### config.mk
export PLATFORM = sky130hd
export DESIGN_NAME = scg_clock_gate
export DESIGN_NICKNAME = d
export VERILOG_FILES = /design/src/common/scg_pkg.sv /design/src/logic/scg_gate_cell.sv /design/src/logic/scg_clock_gate.sv
export SDC_FILE = /design/constraint.sdc
export NUM_CORES = 1
export LEC_CHECK = 0
export BUFFER_PORTS_ARGS = -buffer_cell sky130_fd_sc_hd__buf_2
export CAP_MARGIN = 10
export CORE_MARGIN = 4
export CORE_UTILIZATION = 43
export CTS_CLUSTER_SIZE = 12
export DETAILED_ROUTE_END_ITERATION = 6
export GPL_TIMING_DRIVEN = 1
export PLACE_DENSITY = 0.8
export SYNTH_ARGS = -nofsm -noshare
export SYNTH_HDL_FRONTEND = slang
export SYNTH_HIERARCHICAL = 1
export SYNTH_SLANG_ARGS = --single-unit
### constraint.sdc
create_clock -name i_clk -period 1.6 [get_ports i_clk]
set_input_delay 0.24 -clock i_clk [delete_from_list [all_inputs] [get_ports i_clk]]
set_output_delay 0.24 -clock i_clk [all_outputs]
set_load 0.05 [all_outputs]
### src/common/scg_pkg.sv
package scg_pkg;
    localparam int unsigned SCG_DATA_W = 32;
    localparam int unsigned SCG_ADDR_W = 12;
    localparam int unsigned SCG_UNITS = 10;

    // Block base in the system map; only the low address bits are decoded here
    localparam logic [31:0] SCG_BLOCK_BASE = 32'h400f_e000;

    localparam logic [SCG_ADDR_W-1:0] SCG_SLEEP_OFS = 12'h114;
    localparam logic [SCG_ADDR_W-1:0] SCG_DEEP_OFS = 12'h124;
    localparam logic [SCG_ADDR_W-1:0] SCG_STATUS_OFS = 12'h140;
    localparam logic [SCG_ADDR_W-1:0] SCG_MASK_OFS = 12'h144;

    // Writable gate bits; 31:27, 23:19, 15:13, 11:5 and 3:2 stay zero
    localparam logic [31:0] SCG_GATE_MASK = 32'h0707_1013;
    localparam logic [31:0] SCG_GATE_RESET = 32'h0000_0000;

    localparam int unsigned SCG_COMPARATOR2_GATE_BIT = 26;
    localparam int unsigned SCG_COMPARATOR1_GATE_BIT = 25;
    localparam int unsigned SCG_COMPARATOR0_GATE_BIT = 24;
    localparam int unsigned SCG_TMR2_BIT = 18;
    localparam int unsigned SCG_TMR1_BIT = 17;
    localparam int unsigned SCG_TMR0_BIT = 16;
    localparam int unsigned SCG_TWI_BIT = 12;
    localparam int unsigned SCG_SSU_BIT = 4;
    localparam int unsigned SCG_ASU1_BIT = 1;
    localparam int unsigned SCG_ASU0_BIT = 0;

    // Unit index k is controlled by gate bit SCG_UNIT_BIT[k]
    localparam int unsigned SCG_UNIT_BIT [0:SCG_UNITS-1] = '{
        SCG_ASU0_BIT, SCG_ASU1_BIT, SCG_SSU_BIT, SCG_TWI_BIT, SCG_TMR0_BIT,
        SCG_TMR1_BIT, SCG_TMR2_BIT, SCG_COMPARATOR0_GATE_BIT, SCG_COMPARATOR1_GATE_BIT, SCG_COMPARATOR2_GATE_BIT
    };

    localparam int unsigned SCG_EV_W = 2;
    localparam int unsigned SCG_EV_FAULT = 0;
    localparam int unsigned SCG_EV_SWITCH = 1;
    localparam logic [SCG_EV_W-1:0] SCG_EV_RESET = 2'h0;

    typedef enum logic [1:0] {
        SCG_SRC_RUN,
        SCG_SRC_SLEEP,
        SCG_SRC_DEEP
    } scg_src_t;
endpackage

### src/logic/scg_gate_cell.sv
`timescale 1ns/10ps
module scg_gate_cell (
    input wire logic i_clk,
    input wire logic i_rstn,
    input wire logic i_next_en,
    input wire logic i_access,
    output logic o_clk_en,
    output logic o_fault,
    output logic o_changed
);
    // Apart from asynchronous reset, enable moves only on a clock edge, so a downstream gate never sees a runt while running
    always_ff @(posedge i_clk or negedge i_rstn) begin
        if (!i_rstn) begin
            o_clk_en <= 1'b0;
        end else begin
            o_clk_en <= i_next_en;
        end
    end

    assign o_fault = i_access & ~o_clk_en;
    assign o_changed = i_next_en ^ o_clk_en;
endmodule

### src/logic/scg_clock_gate.sv
`timescale 1ns/10ps
// Functional notes
// - A set gate bit clocks its unit and a clear bit stops the clock and holds the unit off.
// - Any access to a unit whose clock is off ends with a bus fault instead of completing.
// - Reset clears every gate bit of both low-power registers, leaving all units off.
// - Gating follows the run register while running, sleep register in Sleep, deep in Deep-Sleep.
// - The low-power registers govern only while the auto gating select bit is set.
// - The sleep register decodes at offset 0x114 and the deep-sleep one at 0x124.
// - Bits 26, 25 and 24 gate comparators 2, 1 and 0.
// - Bits 18, 17 and 16 gate general counters 2, 1 and 0.
// - Bit 12 gates the two-wire unit.
// - Bit 4 gates the synchronous serial unit.
// - Bits 1 and 0 gate asynchronous serial units 1 and 0.
// - Reserved bits are read-only zero and software writes back what it read.
module scg_clock_gate (
    input wire logic i_clk,
    input wire logic i_rstn,
    input wire logic i_psel,
    input wire logic i_penable,
    input wire logic i_pwrite,
    input wire logic [scg_pkg::SCG_ADDR_W-1:0] i_paddr,
    input wire logic [scg_pkg::SCG_DATA_W-1:0] i_pwdata,
    output logic [scg_pkg::SCG_DATA_W-1:0] o_prdata,
    output logic o_pready,
    output logic o_pslverr,
    input wire logic [31:0] i_run_peripheral_clock_gate,
    input wire logic i_auto_gating_select,
    input wire logic i_sleep,
    input wire logic i_deep_sleep,
    input wire logic [scg_pkg::SCG_UNITS-1:0] i_unit_access,
    output logic [scg_pkg::SCG_UNITS-1:0] o_unit_clk_en,
    output logic [scg_pkg::SCG_UNITS-1:0] o_unit_fault,
    output logic o_irq
);
    import scg_pkg::*;

    logic [31:0] sleep_peripheral_clock_gate;
    logic [31:0] deep_sleep_peripheral_clock_gate;
    logic [SCG_EV_W-1:0] irq_status;
    logic [SCG_EV_W-1:0] irq_mask;
    logic [31:0] active_gate;
    logic [SCG_UNITS-1:0] next_unit_en;
    logic [SCG_UNITS-1:0] unit_changed;
    logic [SCG_EV_W-1:0] event_set;
    logic [SCG_EV_W-1:0] status_clr;
    logic [31:0] next_prdata;
    scg_src_t src;
    logic setup;
    logic access;
    logic wr_en;
    logic hit_sleep;
    logic hit_deep;
    logic hit_status;
    logic hit_mask;
    logic mapped;

    assign setup = i_psel & ~i_penable;
    assign access = i_psel & i_penable;
    assign hit_sleep = (i_paddr == SCG_SLEEP_OFS);
    assign hit_deep = (i_paddr == SCG_DEEP_OFS);
    assign hit_status = (i_paddr == SCG_STATUS_OFS);
    assign hit_mask = (i_paddr == SCG_MASK_OFS);
    assign mapped = hit_sleep | hit_deep | hit_status | hit_mask;

    // Read data is captured in the setup cycle so the access phase never waits
    assign o_pready = 1'b1;
    assign o_pslverr = access & ~mapped;
    assign wr_en = access & i_pwrite & mapped;

    always_comb begin
        next_prdata = 32'h0000_0000;
        if (hit_sleep) begin
            next_prdata = sleep_peripheral_clock_gate & SCG_GATE_MASK;
        end else if (hit_deep) begin
            next_prdata = deep_sleep_peripheral_clock_gate & SCG_GATE_MASK;
        end else if (hit_status) begin
            next_prdata = {{(32-SCG_EV_W){1'b0}}, irq_status};
        end else if (hit_mask) begin
            next_prdata = {{(32-SCG_EV_W){1'b0}}, irq_mask};
        end
    end

    always_ff @(posedge i_clk or negedge i_rstn) begin
        if (!i_rstn) begin
            o_prdata <= 32'h0000_0000;
        end else if (setup && !i_pwrite) begin
            o_prdata <= next_prdata;
        end
    end

    // Reserved positions are masked off at the write so they can never read back one
    always_ff @(posedge i_clk or negedge i_rstn) begin
        if (!i_rstn) begin
            sleep_peripheral_clock_gate <= SCG_GATE_RESET;
        end else if (wr_en && hit_sleep) begin
            sleep_peripheral_clock_gate <= i_pwdata & SCG_GATE_MASK;
        end
    end

    always_ff @(posedge i_clk or negedge i_rstn) begin
        if (!i_rstn) begin
            deep_sleep_peripheral_clock_gate <= SCG_GATE_RESET;
        end else if (wr_en && hit_deep) begin
            deep_sleep_peripheral_clock_gate <= i_pwdata & SCG_GATE_MASK;
        end
    end

    always_ff @(posedge i_clk or negedge i_rstn) begin
        if (!i_rstn) begin
            irq_mask <= SCG_EV_RESET;
        end else if (wr_en && hit_mask) begin
            irq_mask <= i_pwdata[SCG_EV_W-1:0];
        end
    end

    // Deep-Sleep outranks Sleep if the power controller ever raises both
    always_comb begin
        src = SCG_SRC_RUN;
        if (i_auto_gating_select) begin
            if (i_deep_sleep) begin
                src = SCG_SRC_DEEP;
            end else if (i_sleep) begin
                src = SCG_SRC_SLEEP;
            end
        end
    end

    always_comb begin
        case (src)
            SCG_SRC_RUN: active_gate = i_run_peripheral_clock_gate;
            SCG_SRC_SLEEP: active_gate = sleep_peripheral_clock_gate;
            SCG_SRC_DEEP: active_gate = deep_sleep_peripheral_clock_gate;
            default: active_gate = i_run_peripheral_clock_gate;
        endcase
    end

    // One cell per controlled unit; a clear bit stops the clock and faults accesses
    genvar k;
    generate
        for (k = 0; k < SCG_UNITS; k++) begin : g_unit
            assign next_unit_en[k] = active_gate[SCG_UNIT_BIT[k]];
            scg_gate_cell u_cell (
                .i_clk(i_clk),
                .i_rstn(i_rstn),
                .i_next_en(next_unit_en[k]),
                .i_access(i_unit_access[k]),
                .o_clk_en(o_unit_clk_en[k]),
                .o_fault(o_unit_fault[k]),
                .o_changed(unit_changed[k])
            );
        end
    endgenerate

    assign event_set[SCG_EV_FAULT] = |o_unit_fault;
    assign event_set[SCG_EV_SWITCH] = |unit_changed;
    assign status_clr = (wr_en && hit_status) ? i_pwdata[SCG_EV_W-1:0] : SCG_EV_RESET;

    // A new event in the clearing cycle survives the write of one
    always_ff @(posedge i_clk or negedge i_rstn) begin
        if (!i_rstn) begin
            irq_status <= SCG_EV_RESET;
        end else begin
            irq_status <= (irq_status & ~status_clr) | event_set;
        end
    end

    assign o_irq = |(irq_status & irq_mask);
endmodule

# Word level (Yosys, flattened, before mapping)
# Cells that the tools add are included.
[totals]
input_bits = 94
regBits = 66
latchBits = 0
wordCells = 83
rom_bits = 0
ramBits = 0
out_inout_bits = 55
n_memories = 0
[classes]
mul = 0
reduce_logical = 9
shift = 0
n_bitwise = 44
add_sub_neg = 0
div = 0
n_mux = 9
n_lt_le_gt_ge = 0
eq_ne = 6
[ops]
columns = ["operator", "count"]
rows = [
  ["32-bit two-way mux", 3],
  ["27-bit case mux with 2 select lines", 1],
  ["12-bit by 9-bit equality test with 1-bit output (second input constant)", 4],
  ["10-bit OR reduction", 2],
  ["1-bit AND", 15],
  ["1-bit inverter", 12],
  ["1-bit XOR", 10],
  ["2-bit two-way mux", 4],
  ["1-bit logical AND", 5],
  ["2-bit AND", 2],
  ["1-bit bitwise OR", 3],
  ["2-bit by 1-bit equality test with 1-bit output (second input constant)", 1],
  ["2-bit equality test (second input constant)", 1],
  ["2-bit inverter", 1],
  ["2-bit bitwise OR", 1],
  ["2-bit OR reduction", 1],
  ["1-bit logical NOT", 1],
  ["1-bit two-way mux", 1],
]

# Depth between registers and ports, before layout
[depth]
depth_word = 10
mapped_depth = 9

# Hierarchy
# The synthesis kept the hierarchy.
[by_module_without_submodules]
columns = ["mod", "cells_per_inst", "instances", "area_per_inst_um2", "seq_area_each_um2"]
rows = [
  ["scg_clock_gate", 200, 1, 2003.2, 850.8],
  ["scg_gate_cell", 3, 10, 40.0, 25.0],
]

# Worst setup path before layout
# No wires, ideal clock.
[synth_path]
path_kind = "in2reg"
startpoint = "input i_paddr[9] in the netlist's numbering"
endpoint = "register sleep_peripheral_clock_gate[0]"
setup_ns = 0.125
path_buffers = 0
stages = 4
setup_slack_ns = -0.365
arrival_ns = 1.840
required_time_ns = 1.475
cell_sequence = "or3b_4 > or2_4 > nor4_4 > mux2_2"
[synth_via]
elab_chain_cells = 6
[synth_rtl]
columns = ["element", "line", "text"]
rows = [
  ["start: declaration", "scg_clock_gate.sv:21", "input wire logic [scg_pkg::SCG_ADDR_W-1:0] i_paddr,"],
  ["12-bit by 9-bit equality test with 1-bit output, on equally long branches", "scg_clock_gate.sv:59, scg_clock_gate.sv:60", ""],
  ["1-bit bitwise OR (3 in a row)", "scg_clock_gate.sv:63", "assign mapped = hit_sleep | hit_deep | hit_status | hit_mask;"],
  ["1-bit AND", "scg_clock_gate.sv:68", "assign wr_en = access & i_pwrite & mapped;"],
  ["1-bit logical AND *", "scg_clock_gate.sv:95", "end else if (wr_en && hit_sleep) begin"],
  ["end signal: assignment", "scg_clock_gate.sv:96", "sleep_peripheral_clock_gate <= i_pwdata & SCG_GATE_MASK;"],
  ["end: declaration", "scg_clock_gate.sv:37", "logic [31:0] sleep_peripheral_clock_gate;"],
]
# Every way passes the cells marked *; elsewhere a longest branch is shown, timed or not.
# A chain may end at the register's enable or synchronous reset.

# Worst setup path after layout
[layout_path]
startpoint = "input i_paddr[9] in the netlist's numbering"
endpoint = "register deep_sleep_peripheral_clock_gate[25]"
[layout_via]
elab_chain_cells = 6
[layout_rtl]
columns = ["element", "line", "text"]
rows = [
  ["12-bit by 9-bit equality test with 1-bit output, on equally long branches", "scg_clock_gate.sv:59, scg_clock_gate.sv:60", ""],
  ["1-bit bitwise OR (3 in a row)", "scg_clock_gate.sv:63", ""],
  ["1-bit AND", "scg_clock_gate.sv:68", ""],
  ["1-bit logical AND *", "scg_clock_gate.sv:103", "end else if (wr_en && hit_deep) begin"],
  ["end signal: assignment", "scg_clock_gate.sv:104", "deep_sleep_peripheral_clock_gate <= i_pwdata & SCG_GATE_MASK;"],
  ["end: declaration", "scg_clock_gate.sv:38", "logic [31:0] deep_sleep_peripheral_clock_gate;"],
]
# Marked as above.

==> results.yml <==
sta:
  timing.fmax_mhz: 612.7
  worst_slack_ns: -0.03223
  hold_violations: 24
  setup_violations: 12
  rsz0062_at_grt: "yes"
  post-route-period-util_pct: 102.0
  slew_headroom_pct: 63.51
  worstMarginPinSlew_ns: 0.5473
  fin_worst_skew_ns: 0.008695
  whs_ns: -0.01095
  final-max-slew-violation-count: 0
  final.min_clock_period_ns: 1.632
power:
  p_sw_share_pct: 32.85
  p_seq_share_pct: 43.7
  p_int_mw: 1.776
  p_comb_share_pct: 23.1
  leakagePower_nw: 1.633
  netSwitchingPower_uw: 868.7
  vdd_drop_max_v: 0.0005552
  power_mw: 2.644
  p_per_area_nw_per_um2: 795.7
  clkPwrFrac_pct: 33.3
floorplan:
  core.rowCount: 26
  dieArea_um2: 6850
  io_pins: 149
  start_util_pct: 45.61
  die_w_um: 82.77
  die_height_um: 82.77
  core_area_um2: 5270
worst_setup_path:
  start_kind: "input port"
  crit_family: "simple AND/OR/NAND/NOR gates"
  max_stage_delay_ns: 0.38
  path_cells: "buf_6 -> or3b_4 -> or2_4 -> nor4_4 -> buf_4 -> clkbuf_16 -> mux2_4"
  r2r.worst_path.cells: 6
  path_max_fanout: 5
  cp.required_ns: 1.80
  worstReg2RegEnd: "irq_status[1]$_DFF_PN0_"
  cp.arrival_ns: 1.83
  slowest_stage: "or3b_4"
  r2r_start: "deep_sleep_peripheral_clock_gate[26]$_DFFE_PN0P_"
  r2r_slack_ns: 0.11
  end_kind: "flop"
  critPathKind: "input port to flop"
  critPathBufInv: 3
layout:
  fill_cells: 428
  drive_gt1_share_pct: 50.76
  nets: 426
  final_cell_count_no_fill: 401
  fin_util_pct: 63.06
  areaGrowthSynthToFinish_pct: 38.26
  num_antenna_cells: 0
drt:
  first_pass_iters: 4
  num_vias: 2016
  wire_per_inst_um: 15.92
  drt_first_iter_violations: 59
  routed_wl_mm: 6.384
  drc: 0
  antenna_left: 0
  vias_per_cell: 5.027
yosys:
  ys_seq_area_share_pct: 45.81
  syn_area_um2: 2404
  synth_seq_cells: 44
  synth.avg_cell_area_um2: 10.45
  synth_cells: 230
  synth_warnings: 6
  yosysUniqueCellTypes: 35
global_routing:
  grt_pass1_vias: 1926
  grt_pass1_wl_mm: 9.018
  antenna_found_initial: 0
  grt_max_degree: 45
  grtUsageTotal_pct: 17.97
  grt_remaining_overflow: 0
clock_tree:
  clock_path_buffers: 2
  postCtsHoldBufs: 0
  cts_tree: "yes"
  root_buffer: "clkbuf_8"
  cts.sinks: 44
  h-tree-depth: 2
  clkLatencyLatePin_ns: 0.31
  cts_buffers: 5
  clk_pin_slew_worst_paths_ns: 0.09
status:
  status: "finished with violations"
  violations: "hold timing, setup timing"
place:
  hpwl_mm: 4.592
  numPortBuffers: 81
  pre_cts_ws_ns: -0.3879
  dpl.cell_count: 388
  gp_congestion: 0.8195
job:
  cap_violations: 0
worst_hold_path:
  hold_path_class: "input port to asynchronous set/reset pin"
## power by group through the flow
stage          combinational, mW  sequential [mW]  clock, mW
4_1_cts                    0.594             1.16      0.888
6_report                   0.610             1.16      0.879
5_1_grt                    0.656             1.16      0.942
3_5_place_dp               0.582             1.18          0
2_1_floorplan              0.381             1.25          0
3_3_place_gp               0.575             1.18          0
## cells in the final DEF, fill, tap and decap left out, types with 3 or more instances in the layout
cell type | Yosys | routed
nand2b_1 | 3 | 3
nor4_1 | 6 | 6
nor2_1 | 6 | 5
or3b_4 | 1 | 3
mux2i_1 | 4 | 4
nand2_1 | 21 | 21
buf_2 | 1 | 78
o21ai_1 | 2 | 15
buf_4 | 23 | 19
mux2_4 | 0 | 20
o21ai_2 | 0 | 4
clkbuf_8 | 0 | 5
dfrtp_1 | 44 | 44
a22oi_1 | 20 | 15
xor2_1 | 10 | 10
a22oi_2 | 0 | 5
buf_6 | 0 | 3
nor2b_2 | 0 | 10
conb_1 | 2 | 23
o21ai_0 | 21 | 4
## cell families (layout without fill, tap and decap cells)
logic type,count (synthesis),after routing,synth area share [%]
simple gates,66,66,16.45
compound gates,45,45,11.61
flops,44,44,45.81
buf+inv,35,115,9.162
mux,26,26,11.97
xor+xnor,10,10,3.644
fa+ha+maj,2,2,1.041
other cells,2,23,0.3125
## cells in the mapped netlist
cell type	number	area [um2]
nand2_1	21	78.83
a22o_1	1	8.760
dfrtp_1	44	1101
inv_1	3	11.26
buf_2	1	5.000
mux2i_1	4	40.04
nand3_1	1	5.000
ha_1	2	25.02
o21ai_1	2	10.01
clkbuf_1	7	26.28
or2_4	1	8.760
nand3b_1	1	7.510
buf_4	23	172.7
nor2b_1	12	75.07
and3b_1	1	8.760
or3b_1	1	8.760
nor4_1	6	37.54
or3b_2	1	8.760
mux2_1	1	11.26
nor4_4	2	42.54
nand4_1	2	12.51
or4b_1	1	10.01
nor3_1	2	10.01
or2_0	1	6.260
o21ai_0	21	105.1
clkbuf_2	1	5.000
or3b_4	1	11.26
a21oi_1	1	5.000
a22oi_1	20	150.1
nor2_1	6	22.52
xor2_1	10	87.58
or4_1	3	22.52
mux2_2	21	236.5
conb_1	2	7.510
nand2b_1	3	18.77
## worst max path at each step
stage / from / end / slack (ns) / cells after the start
2_1_floorplan: i_paddr[9] / sleep_peripheral_clock_gate[0]$_DFFE_PN0P_ / -0.34 / 4
3_3_place_gp: i_sleep / irq_status[1]$_DFF_PN0_ / -0.36 / 9
3_5_place_dp: i_paddr[9] / deep_sleep_peripheral_clock_gate[12]$_DFFE_PN0P_ / -0.39 / 6
4_1_cts: i_paddr[9] / deep_sleep_peripheral_clock_gate[24]$_DFFE_PN0P_ / -0.02 / 6
5_1_grt: i_deep_sleep / irq_status[1]$_DFF_PN0_ / -0.11 / 10
6_report: i_paddr[9] / deep_sleep_peripheral_clock_gate[25]$_DFFE_PN0P_ / -0.03 / 7
## per-stage QoR
step / cell area (um2) / TNS (ns)
detailed placement: 2993 / -11.40
global route: 3323 / -0.5255
global placement: 2993 / -10.71
finish: 3323 / -0.1859
CTS: 3148 / -0.1367
floorplan: 2581 / -7.253
## registers in the layout, summed over array words and instances (netlist names)
register                          count
deep_sleep_peripheral_clock_gate     10
irq_status                            2
irq_mask                              2
o_prdata                             10
sleep_peripheral_clock_gate          10
g_unit.u_cell/o_clk_en               10
## timing repair
| action | in CTS | in global routing |
|---|---|---|
| setup endpoints to repair | 23 | 31 |
| gates cloned | 0 | 2 |
| setup buffers | 0 | 4 |
| resized for setup | 12 | 35 |
| pin swaps | 3 | 5 |
## cell type report
type | instances | area, um2 | area share (%)
Clock buffer | 5 | 68.82 | 2.071
Multi-Input combinational cell | 172 | 1350 | 40.62
Tap cell | 70 | 87.58 | 2.636
Timing Repair Buffer | 104 | 656.9 | 19.77
Inverter | 3 | 11.26 | 0.3389
Sequential cell | 44 | 1101 | 33.13
Clock inverter | 3 | 47.55 | 1.431
## routing by layer
metal  track usage (%)  part of all wire [%]
met2             31.89                    53
met1             19.72                    38
met3             5.531                   6.9
met5                 0                     0
met4             7.680                   2.8
Power figures use the tool's default switching activity.
